`config.mk`:
```
export PLATFORM = sky130hd
export DESIGN_NAME = sar_adc_convert_read_port
export DESIGN_NICKNAME = d
export VERILOG_FILES = /design/src/shared/sar_adc_pkg.sv /design/src/hdl/sar_adc_convert_read_port.sv
export SDC_FILE = /design/constraint.sdc
export NUM_CORES = 1
export LEC_CHECK = 0
export ABC_AREA = 1
export BUFFER_PORTS_ARGS = -buffer_cell sky130_fd_sc_hd__buf_2
export CORE_ASPECT_RATIO = 1.5
export CORE_UTILIZATION = 40
export DETAILED_ROUTE_END_ITERATION = 8
export SETUP_SLACK_MARGIN = 0.1
export SLEW_MARGIN = 10
export SYNTH_ARGS = -nofsm -noshare
export SYNTH_HDL_FRONTEND = slang
export SYNTH_SLANG_ARGS = --single-unit
```
`constraint.sdc`:
```
create_clock -name clock_i -period 3.4 [get_ports clock_i]
set_input_delay 0.17 -clock clock_i [delete_from_list [all_inputs] [get_ports clock_i]]
set_output_delay 0.17 -clock clock_i [all_outputs]
set_load 0.005 [all_outputs]
```
`src/shared/sar_adc_pkg.sv`:
```
package sar_adc_pkg;
  // result width and lane width
  localparam int RESULT_W = 16;
  localparam int LANE_W = 8;
  // clock period and conversion timing
  localparam int CLK_PERIOD_PS = 5000;
  localparam int CONV_TIME_NS_X10 = 23; // 2.3 us typical conversion, in tenths of a microsecond
  localparam int CONV_CYCLES = (CONV_TIME_NS_X10 * 100000) / CLK_PERIOD_PS;
  localparam int STEP_CYCLES = CONV_CYCLES / RESULT_W;
  localparam int STEP_W = 16;
  localparam logic [RESULT_W-1:0] RESULT_RESET = 16'h0000;

  // comparator interface: trial word out, decision back
  typedef struct packed {
    logic [RESULT_W-1:0] trial;
    logic sample_hold;
  } dac_drive_t;

  // data bus pin group
  typedef struct packed {
    logic [RESULT_W-1:0] data;
    logic [RESULT_W-1:0] oe;
  } result_bus_t;
endpackage

```
`src/hdl/sar_adc_convert_read_port.sv`:
```
`timescale 1ns/1ps
// Operation
// - outputs float when select high or convert low
// - half-word low gives normal lane order
// - half-word high swaps the two lanes
// - convert falling with select low starts conversion
// - convert rising with select low enables outputs
// - select ORed; select falling with convert low starts
// - select falling with convert high enables outputs
// - busy low throughout conversion, high otherwise
// - result valid when busy rises
// - approximation register cleared at conversion start
// - starts ignored while conversion runs
// - trial word decided msb to lsb
// - final approximation copied to output latches
// - negative codes all-ones based near zero
// - result in two's complement
// - internal clock times conversion, 2.3 us
module sar_adc_convert_read_port
  import sar_adc_pkg::*;
#(
  parameter int STEP_COUNT = STEP_CYCLES
) (
  input wire logic clock_i,
  input wire logic rst_i,
  input wire logic ce_i,
  input wire logic chip_select_n_i,
  input wire logic read_convert_i,
  input wire logic half_word_select_i,
  input wire logic comparator_above_i,
  output sar_adc_pkg::dac_drive_t dac_o,
  output sar_adc_pkg::result_bus_t result_bus_o,
  output logic busy_n_o
);
  import sar_adc_pkg::*;

  typedef enum logic [2:0] {
    ST_IDLE = 3'b001,
    ST_CONV = 3'b010,
    ST_DONE = 3'b100
  } conv_state_t;

  conv_state_t state_reg, state_next;
  localparam int PIN_COUNT = 4;
  // synchroniser bank order: select, convert, half-word, comparator; select and convert idle high
  localparam logic [PIN_COUNT-1:0] PIN_IDLE = 4'h3;
  logic [PIN_COUNT-1:0] pin_raw;
  wire [PIN_COUNT-1:0] pin_sync;
  logic cs_prev_reg, rc_prev_reg;
  logic [RESULT_W-1:0] approximation_register_reg;
  logic [RESULT_W-1:0] bit_mask_reg;
  logic [RESULT_W-1:0] latch_reg;
  logic [STEP_W-1:0] step_reg;
  logic [RESULT_W-1:0] bus_data_reg;
  logic bus_oe_reg;
  logic busy_n_reg;
  wire [RESULT_W-1:0] bus_select;

  // raw pin levels, one bit per synchroniser
  assign pin_raw = {comparator_above_i, half_word_select_i, read_convert_i, chip_select_n_i};

  // synchronised pin levels; only the second stage is read
  wire cs_n = pin_sync[0];
  wire rc = pin_sync[1];
  wire half_word = pin_sync[2];
  wire cmp_above = pin_sync[3];

  // read strobe: select low with convert high, and its previous level
  wire strobe_n = cs_n | ~rc;
  wire strobe_prev_n = cs_prev_reg | ~rc_prev_reg;
  // start is the low level of select ORed with convert, taken only while idle, so a host
  // that leaves both low when busy rises gets an immediate second conversion
  wire start_cond = ~(cs_n | rc);
  wire read_cond = ~strobe_n & strobe_prev_n;
  wire start = start_cond & (state_reg == ST_IDLE);
  // a step under three cycles would decide on a stale comparator level
  wire step_done = (step_reg == STEP_W'(STEP_COUNT - 1));
  wire last_bit = bit_mask_reg[0];
  wire converting = (state_reg == ST_CONV);
  wire finishing = (state_reg == ST_DONE);
  wire decide = converting & step_done;
  wire decide_last = decide & last_bit;
  wire drive_enable = ~strobe_n;
  wire [RESULT_W-1:0] msb_only = {1'b1, {(RESULT_W-1){1'b0}}};
  wire [RESULT_W-1:0] decided = cmp_above ? approximation_register_reg
                                          : approximation_register_reg & ~bit_mask_reg;
  wire [RESULT_W-1:0] next_trial = decided | (bit_mask_reg >> 1);
  // the search runs in offset binary; flipping the msb gives two's complement,
  // so mid-scale reads zero and the code just below it reads all ones
  wire [RESULT_W-1:0] result_code = decided ^ msb_only;

  // lane selection, one copy per byte lane of the result bus
  for (genvar lane = 0; lane < RESULT_W / LANE_W; lane++) begin : g_lane
    wire [LANE_W-1:0] own_lane = latch_reg[lane*LANE_W +: LANE_W];
    wire [LANE_W-1:0] other_lane = latch_reg[(RESULT_W/LANE_W-1-lane)*LANE_W +: LANE_W];
    assign bus_select[lane*LANE_W +: LANE_W] = half_word ? other_lane : own_lane;
  end

  // two-flop synchronisers for every pin input
  for (genvar pin = 0; pin < PIN_COUNT; pin++) begin : g_sync
    logic meta_reg;
    logic sync_reg;
    always_ff @(posedge clock_i) begin
      if (rst_i) begin
        meta_reg <= PIN_IDLE[pin];
        sync_reg <= PIN_IDLE[pin];
      end else if (ce_i) begin
        meta_reg <= pin_raw[pin];
        sync_reg <= meta_reg;
      end
    end
    assign pin_sync[pin] = sync_reg;
  end

  // previous synchronised levels for the read edge
  always_ff @(posedge clock_i) begin
    if (rst_i) begin
      cs_prev_reg <= 1'b1;
      rc_prev_reg <= 1'b1;
    end else if (ce_i) begin
      cs_prev_reg <= cs_n;
      rc_prev_reg <= rc;
    end
  end

  // conversion sequencer state
  always_comb begin
    state_next = state_reg;
    unique case (state_reg)
      ST_IDLE: begin
        if (start_cond) begin
          state_next = ST_CONV;
        end
      end
      ST_CONV: begin
        if (step_done && last_bit) begin
          state_next = ST_DONE;
        end
      end
      ST_DONE: begin
        state_next = ST_IDLE;
      end
      default: begin
        state_next = ST_IDLE;
      end
    endcase
  end

  // sequencer state register
  always_ff @(posedge clock_i) begin
    if (rst_i) begin
      state_reg <= ST_IDLE;
    end else if (ce_i) begin
      state_reg <= state_next;
    end
  end

  // bit-time counter from the local clock, restarted at start and after each decision
  always_ff @(posedge clock_i) begin
    if (rst_i) begin
      step_reg <= '0;
    end else if (ce_i) begin
      if (start || decide) begin
        step_reg <= '0;
      end else if (converting) begin
        step_reg <= step_reg + STEP_W'(1);
      end
    end
  end

  // approximation register: cleared with the msb trial set, then one decision per bit
  always_ff @(posedge clock_i) begin
    if (rst_i) begin
      approximation_register_reg <= RESULT_RESET;
    end else if (ce_i) begin
      if (start) begin
        approximation_register_reg <= msb_only;
      end else if (decide_last) begin
        approximation_register_reg <= decided;
      end else if (decide) begin
        approximation_register_reg <= next_trial;
      end
    end
  end

  // bit mask walks from the msb down to the lsb
  always_ff @(posedge clock_i) begin
    if (rst_i) begin
      bit_mask_reg <= RESULT_RESET;
    end else if (ce_i) begin
      if (start) begin
        bit_mask_reg <= msb_only;
      end else if (decide) begin
        bit_mask_reg <= bit_mask_reg >> 1;
      end
    end
  end

  // output latch, loaded once from the final decision
  always_ff @(posedge clock_i) begin
    if (rst_i) begin
      latch_reg <= RESULT_RESET;
    end else if (ce_i) begin
      if (decide_last) begin
        latch_reg <= result_code;
      end
    end
  end

  // busy falls at start and rises the cycle after the latch load
  always_ff @(posedge clock_i) begin
    if (rst_i) begin
      busy_n_reg <= 1'b1;
    end else if (ce_i) begin
      if (start) begin
        busy_n_reg <= 1'b0;
      end else if (finishing) begin
        busy_n_reg <= 1'b1;
      end
    end
  end

  // registered output drivers
  always_ff @(posedge clock_i) begin
    if (rst_i) begin
      bus_data_reg <= RESULT_RESET;
      bus_oe_reg <= 1'b0;
    end else if (ce_i) begin
      bus_data_reg <= bus_select;
      bus_oe_reg <= drive_enable & (read_cond | bus_oe_reg);
    end
  end

  // pin group and status outputs
  assign dac_o.trial = approximation_register_reg;
  assign dac_o.sample_hold = (state_reg != ST_IDLE); // hold while converting
  assign result_bus_o.data = bus_data_reg;
  assign result_bus_o.oe = {RESULT_W{bus_oe_reg}};
  assign busy_n_o = busy_n_reg;
endmodule

```
==> results.cfg, run 1 <==
[outcome]
outcome = completed

[routing]
wl_per_cell_um = 13.35
dr.pass1.iters = 4
routed-wl-met3_um = 349
wl_met2_um = 5596
routed_wl_um = 10180
met1_length_um = 4012
drt_iter0_drc = 252
drcViolationCount = 0
vias_per_cell = 5.008
drt.antenna.violating_nets = 0
vias = 3821
routed.top_layer = met4

[synth]
ys_types = 33
synthTopCellsByArea = dfxtp_1, nand2_1, nand3_1
synth_top_area_share_pct = 44.31
synthCells = 591
synth.ff_latch_count = 95
synth_edf_count = 0
netlist_area_um2 = 4292
ys_top_cells_by_count = nand2_1, dfxtp_1, nand3_1
yosysMostFrequentCell = nand2_1
synth_ff_type = dfxtp_1
yosys_warnings = 0
syn_area_per_cell_um2 = 7.262
synth-seq-area-share_pct = 44.31
synth_nets = 599
ys_async_sr_fraction_pct = 0
yosysTopAreaCell = dfxtp_1

[setup_path]
cp-endpoint = latch_reg[9]$_SDFFE_PP0P_
startpoint = step_reg[0]$_SDFFE_PP0P_
ff2ff_path_depth = 9
path_max_fanout = 30
worstSetupPathType = register to register
crit_path_cell_trace = ha_1, inv_2, nor2_2, nand2_1, nor2_4, nand3_2, nor2_2, buf_4, o21a_1
crit_cells = 9
end_kind = register
worst_ep_required_time_ns = 3.69
cp.arrival_ns = 2.59
critPathMaxStageDelay_ns = 0.78
reg2reg_from = step_reg[0]$_SDFFE_PP0P_
worst-r2r-setup-slack_ns = 1.10
crit_buf_inv = 2
crit_family = simple AND/OR/NAND/NOR gates
cp-start-kind = register
cp_common_cell = nor2_2
cpMaxStageDelayCell = nor2_2
r2r-end = latch_reg[9]$_SDFFE_PP0P_

[pwr]
p_int_mw = 1.784
p_per_area_nw_per_um2 = 477.2
power_mw = 2.298
leakage_nw = 2.171
clkPwrFrac_pct = 45.0
power.switching_uw = 513.9
irDropWorstVdd_v = 0.0002615
sw_frac_of_total_pct = 22.36
combPwrFrac_pct = 4.9
p_seq_share_pct = 50.1

[timing]
period_minus_slack_ns = 2.304
finalCritPeriodShare_pct = 67.76
skew_ns = 0.006032
setup_tns_ns = 0
fin_hold_ws_ns = 0.03874
relSlewSlack_pct = 24.83
hold_viol_final = 0
setup_violations = 0
drv_slew = 0
rsz0062_at_grt = no
fmax_mhz = 434.1
tightest_slew_ns = 1.126

[job]
drv_cap = 0

[clocking]
cts_buffer_depth = 2
path_clk_slew_ns = 0.07
cts-root-buf = clkbuf_16
cts_tree = yes
cts_buffers = 9
post-cts-setup-buffers = 0
numClockSinks = 95
ctsResizeCount = 0
htreeDepth = 3
cts_hold_buffers = 0
clock_latency_ns = 0.34

[worst_hold_path]
worstHoldStart = read_convert_i
hold_path.class = primary input to register

[placement]
io_buffer_count = 56
gp_congestion = 0.8987
hpwl_um = 7019

[final_layout]
final_nets = 622
diodes = 0
area_growth_pct = 12.22
final_util_pct = 45.72
num-fill-cells = 1077
drive_gt1_share_pct = 14.54

[global_routing]
grt_max_degree = 69
grt_pass1_wl_um = 16350
grt_pass1_vias = 3464
antenna_found_initial = 0
grt_use_total_pct = 18.87
grt_overflow = 0

[floorplanning]
io_pins = 57
row_count = 46
core_area_um2 = 10530
die_w_um = 86.58
die-height_um = 128.9
die_area_um2 = 11160
initial_core_util_pct = 40.75
cells by family after synthesis:
kind of cell | synth area share, %
XOR/XNOR | 0.4082
adder cells (fa/ha/maj) | 0.2915
AND/OR/NAND/NOR | 27.93
AO/OA/AOI/OAI | 15.63
flip-flops | 44.31
buffers and inverters | 11.43
power groups by stage:
stage / Combinational (mW) / Sequential [mW] / Clock, mW
2_1_floorplan: 0.0851 / 1.17 / 0
3_3_place_gp: 0.111 / 1.18 / 0
3_5_place_dp: 0.113 / 1.18 / 0
4_1_cts: 0.114 / 1.15 / 1.06
5_1_grt: 0.127 / 1.16 / 1.10
6_report: 0.112 / 1.15 / 1.03
layer usage:
metal  vias up  GRT usage (%)
li1       1968              -
met5         -              0
met3        19          3.271
met4         0          7.353
met1      1760          20.68
met2        74          35.53
tightest hold or removal path, cell delays in order:
cell and delay [ns]:
buf_2 0.07, nand2_1 0.04, nand3_1 0.06
how the worst min path moves through the flow:
stage                                      endpoint  cells past startpoint
floorplan           g_sync[0].meta_reg$_SDFFE_PP1P_                      2
global placement    g_sync[1].meta_reg$_SDFFE_PP1P_                      3
detailed placement  g_sync[1].meta_reg$_SDFFE_PP1P_                      3
CTS                 g_sync[1].meta_reg$_SDFFE_PP1P_                      3
global route        g_sync[0].meta_reg$_SDFFE_PP1P_                      3
finish              g_sync[1].meta_reg$_SDFFE_PP1P_                      3
per-stage QoR:
| step | setup slack [ns] | cells | cell area (um^2) |
|---|---|---|---|
| after CTS | 1.095 | 763 | 4816 |
| after global routing | 0.8488 | 763 | 4816 |
| after detailed placement | 1.108 | 747 | 4506 |
| after floorplan | 1.761 | 591 | 4292 |
| final | 1.096 | 763 | 4816 |
| after global placement | 1.186 | 747 | 4506 |
placed cells by master, fill, tap and decap left out, types with 2 or more instances in the layout:
cell	count
nor2_4	2
nand2_1	142
nor3_1	9
inv_2	3
a31oi_1	2
nor2_2	3
inv_1	53
o21ai_0	46
clkbuf_8	2
a21oi_1	37
nand3_2	3
o211ai_1	18
clkbuf_16	9
o21a_1	13
dfxtp_1	95
nor2_1	37
clkinvlp_4	2
buf_4	4
buf_2	56
nand3_1	64
nand4_1	3
xor2_1	2
o21ai_1	2
area by class of cell:
type | instances | area (um^2) | area share [%]
sequential | 95 | 1902 | 39.49
multi-input combinational | 391 | 1899 | 39.44
timing repair buffer | 60 | 310.3 | 6.443
clock buffer | 12 | 256.5 | 5.326
inverter | 57 | 214.0 | 4.443
tap | 144 | 180.2 | 3.741
clock inverter | 4 | 53.80 | 1.117
Power figures use the tool's default switching activity.
==> run 2: changes to the inputs <==
clock period = 2.3 ns   (was 3.4 ns; I/O delays follow)
==> run 2 against run 1 <==
  * Worst hold slack worse by 0.029 ns
  * Core utilization up 0.84 points
  * Clock-buffer cell count down 3
  * Die area unchanged
  * Design area up 1.8%
  * Wire length up 3.0%
  * Clock power up 44%
  * Global-route usage up 0.92 points
  * Worst setup slack worse by 0.68 ns
  * Largest power group unchanged
==> results.cfg, run 2 (same netlist as run 1, synthesis figures left out) <==
[outcome]
outcome = completed

[setup_path]
crit_buf_inv = 2
worstSetupPathType = register to register
cp.arrival_ns = 2.12
ff2ff_path_depth = 11
cp-start-kind = register
path_max_fanout = 30
crit_cells = 11
crit_path_cell_trace = ha_1, inv_2, nor2_2, nand2_1, nor2_4, nand3_2, nand2_4, nand2_2, buf_4, nand3_1, o21ai_0
end_kind = register
crit_family = simple AND/OR/NAND/NOR gates
critPathMaxStageDelay_ns = 0.40
cpMaxStageDelayCell = dfxtp_1
worst_ep_required_time_ns = 2.54

[routing]
routed_wl_um = 10490
routed.top_layer = met4
drt.antenna.violating_nets = 0
routed-wl-met3_um = 345
wl_per_cell_um = 13.53
dr.pass1.iters = 4
drt_iter0_drc = 169
vias = 3909
drcViolationCount = 0
met1_length_um = 4305
vias_per_cell = 5.044
wl_met2_um = 5538

[clocking]
clock_latency_ns = 0.35
cts_buffer_depth = 2
ctsResizeCount = 0
path_clk_slew_ns = 0.07
numClockSinks = 95
htreeDepth = 3
cts_tree = yes
cts-root-buf = clkbuf_16
cts_buffers = 9

[placement]
io_buffer_count = 56
placed_cells = 756
gp_congestion = 0.8587
hpwl_um = 7228

[global_routing]
grt_overflow = 0
grt_pass1_vias = 3593
grt_use_total_pct = 19.79
grt_max_degree = 44
antenna_found_initial = 0
grt_pass1_wl_um = 17130

[pwr]
leakage_nw = 2.223
p_per_area_nw_per_um2 = 684.5
irDropWorstVdd_v = 0.0004050
power_mw = 3.357

[final_layout]
final_cell_mix = nand2_1, dfxtp_1, nand3_1
diodes = 0
ff_latch_area_um2 = 1902
num-fill-cells = 1102
layout_commonest_cell = nand2_1
drive_gt1_share_pct = 15.85
final_nets = 634
area_growth_pct = 14.29
multi_input_area_um2 = 1899
final_cells = 775

[timing]
hold_viol_final = 0
period_minus_slack_ns = 1.885
finalCritPeriodShare_pct = 81.96
setup_violations = 0
fmax_mhz = 530.5
drv_slew = 0
tightest_slew_ns = 0.5271
setup_tns_ns = 0
rsz0062_at_grt = no
relSlewSlack_pct = 64.81
skew_ns = 0.008915

[floorplanning]
io_pins = 57
row_count = 46
die_w_um = 86.58
core_area_um2 = 10530
initial_core_util_pct = 40.75
die_area_um2 = 11160
die-height_um = 128.9

[worst_hold_path]
hold_path.class = primary input to register
min_path_cells = 3

[job]
drv_cap = 0
==> run 2: power breakdown <==
part / switching, mW / internal, mW
Clock: 0.717 / 0.759
Sequential: 0.0238 / 1.68
Combinational: 0.116 / 0.0656
Total: 0.857 / 2.50
==> run 2: worst reg2reg max path: cells and delay by family (launching register included) <==
kind	cells	cell delay (ns)
buffers and inverters	2	0.33
adder cells (fa/ha/maj)	1	0.27
AO/OA/AOI/OAI	1	0.07
AND/OR/NAND/NOR	7	0.71
flip-flops	1	0.40
==> run 2: worst paths after layout <==
check / from / slack [ns] / endpoint
min reg2reg: g_sync[0].meta_reg$_SDFFE_PP1P_ / 0.47 / g_sync[0].meta_reg$_SDFFE_PP1P_
max reg2reg: step_reg[0]$_SDFFE_PP0P_ / 0.41 / bit_mask_reg[5]$_SDFFE_PP0P_
max: step_reg[0]$_SDFFE_PP0P_ / 0.41 / bit_mask_reg[5]$_SDFFE_PP0P_
min: comparator_above_i / 0.01 / g_sync[3].meta_reg$_SDFFE_PP0P_
==> run 2: what timing repair did <==
action                     4_1_cts  5_1_grt
hold endpoints to repair         3        0
buffers inserted                 0        0
setup endpoints to repair        0        0
hold buffers                     3        0
==> run 2: cell type report <==
cell class,count,share of cell area [%]
multi-input combinational,391,38.72
sequential,95,38.78
tap,144,3.673
clock inverter,7,1.301
inverter,57,4.362
clock buffer,9,4.592
timing repair buffer,72,8.571
==> run 2: metrics by stage <==
stage               util [%]  area, um^2  worst slack (ns)  hold WS, ns
finish                 46.57        4905            0.4150     0.009699
global route           46.57        4905            0.2514      0.02653
CTS                    46.57        4905            0.4217     0.009934
detailed placement     43.54        4586            0.4284       0.3287
global placement       43.54        4586            0.4850       0.3277
floorplan                  -        4292            0.6606       0.2413
==> run 2: routing by layer <==
layer / global-route usage [%] / vias to the layer above
met1: 22.89 / 1812
met2: 34.97 / 89
met4: 10.59 / 0
li1: - / 1989
met5: 0 / -
met3: 2.758 / 19
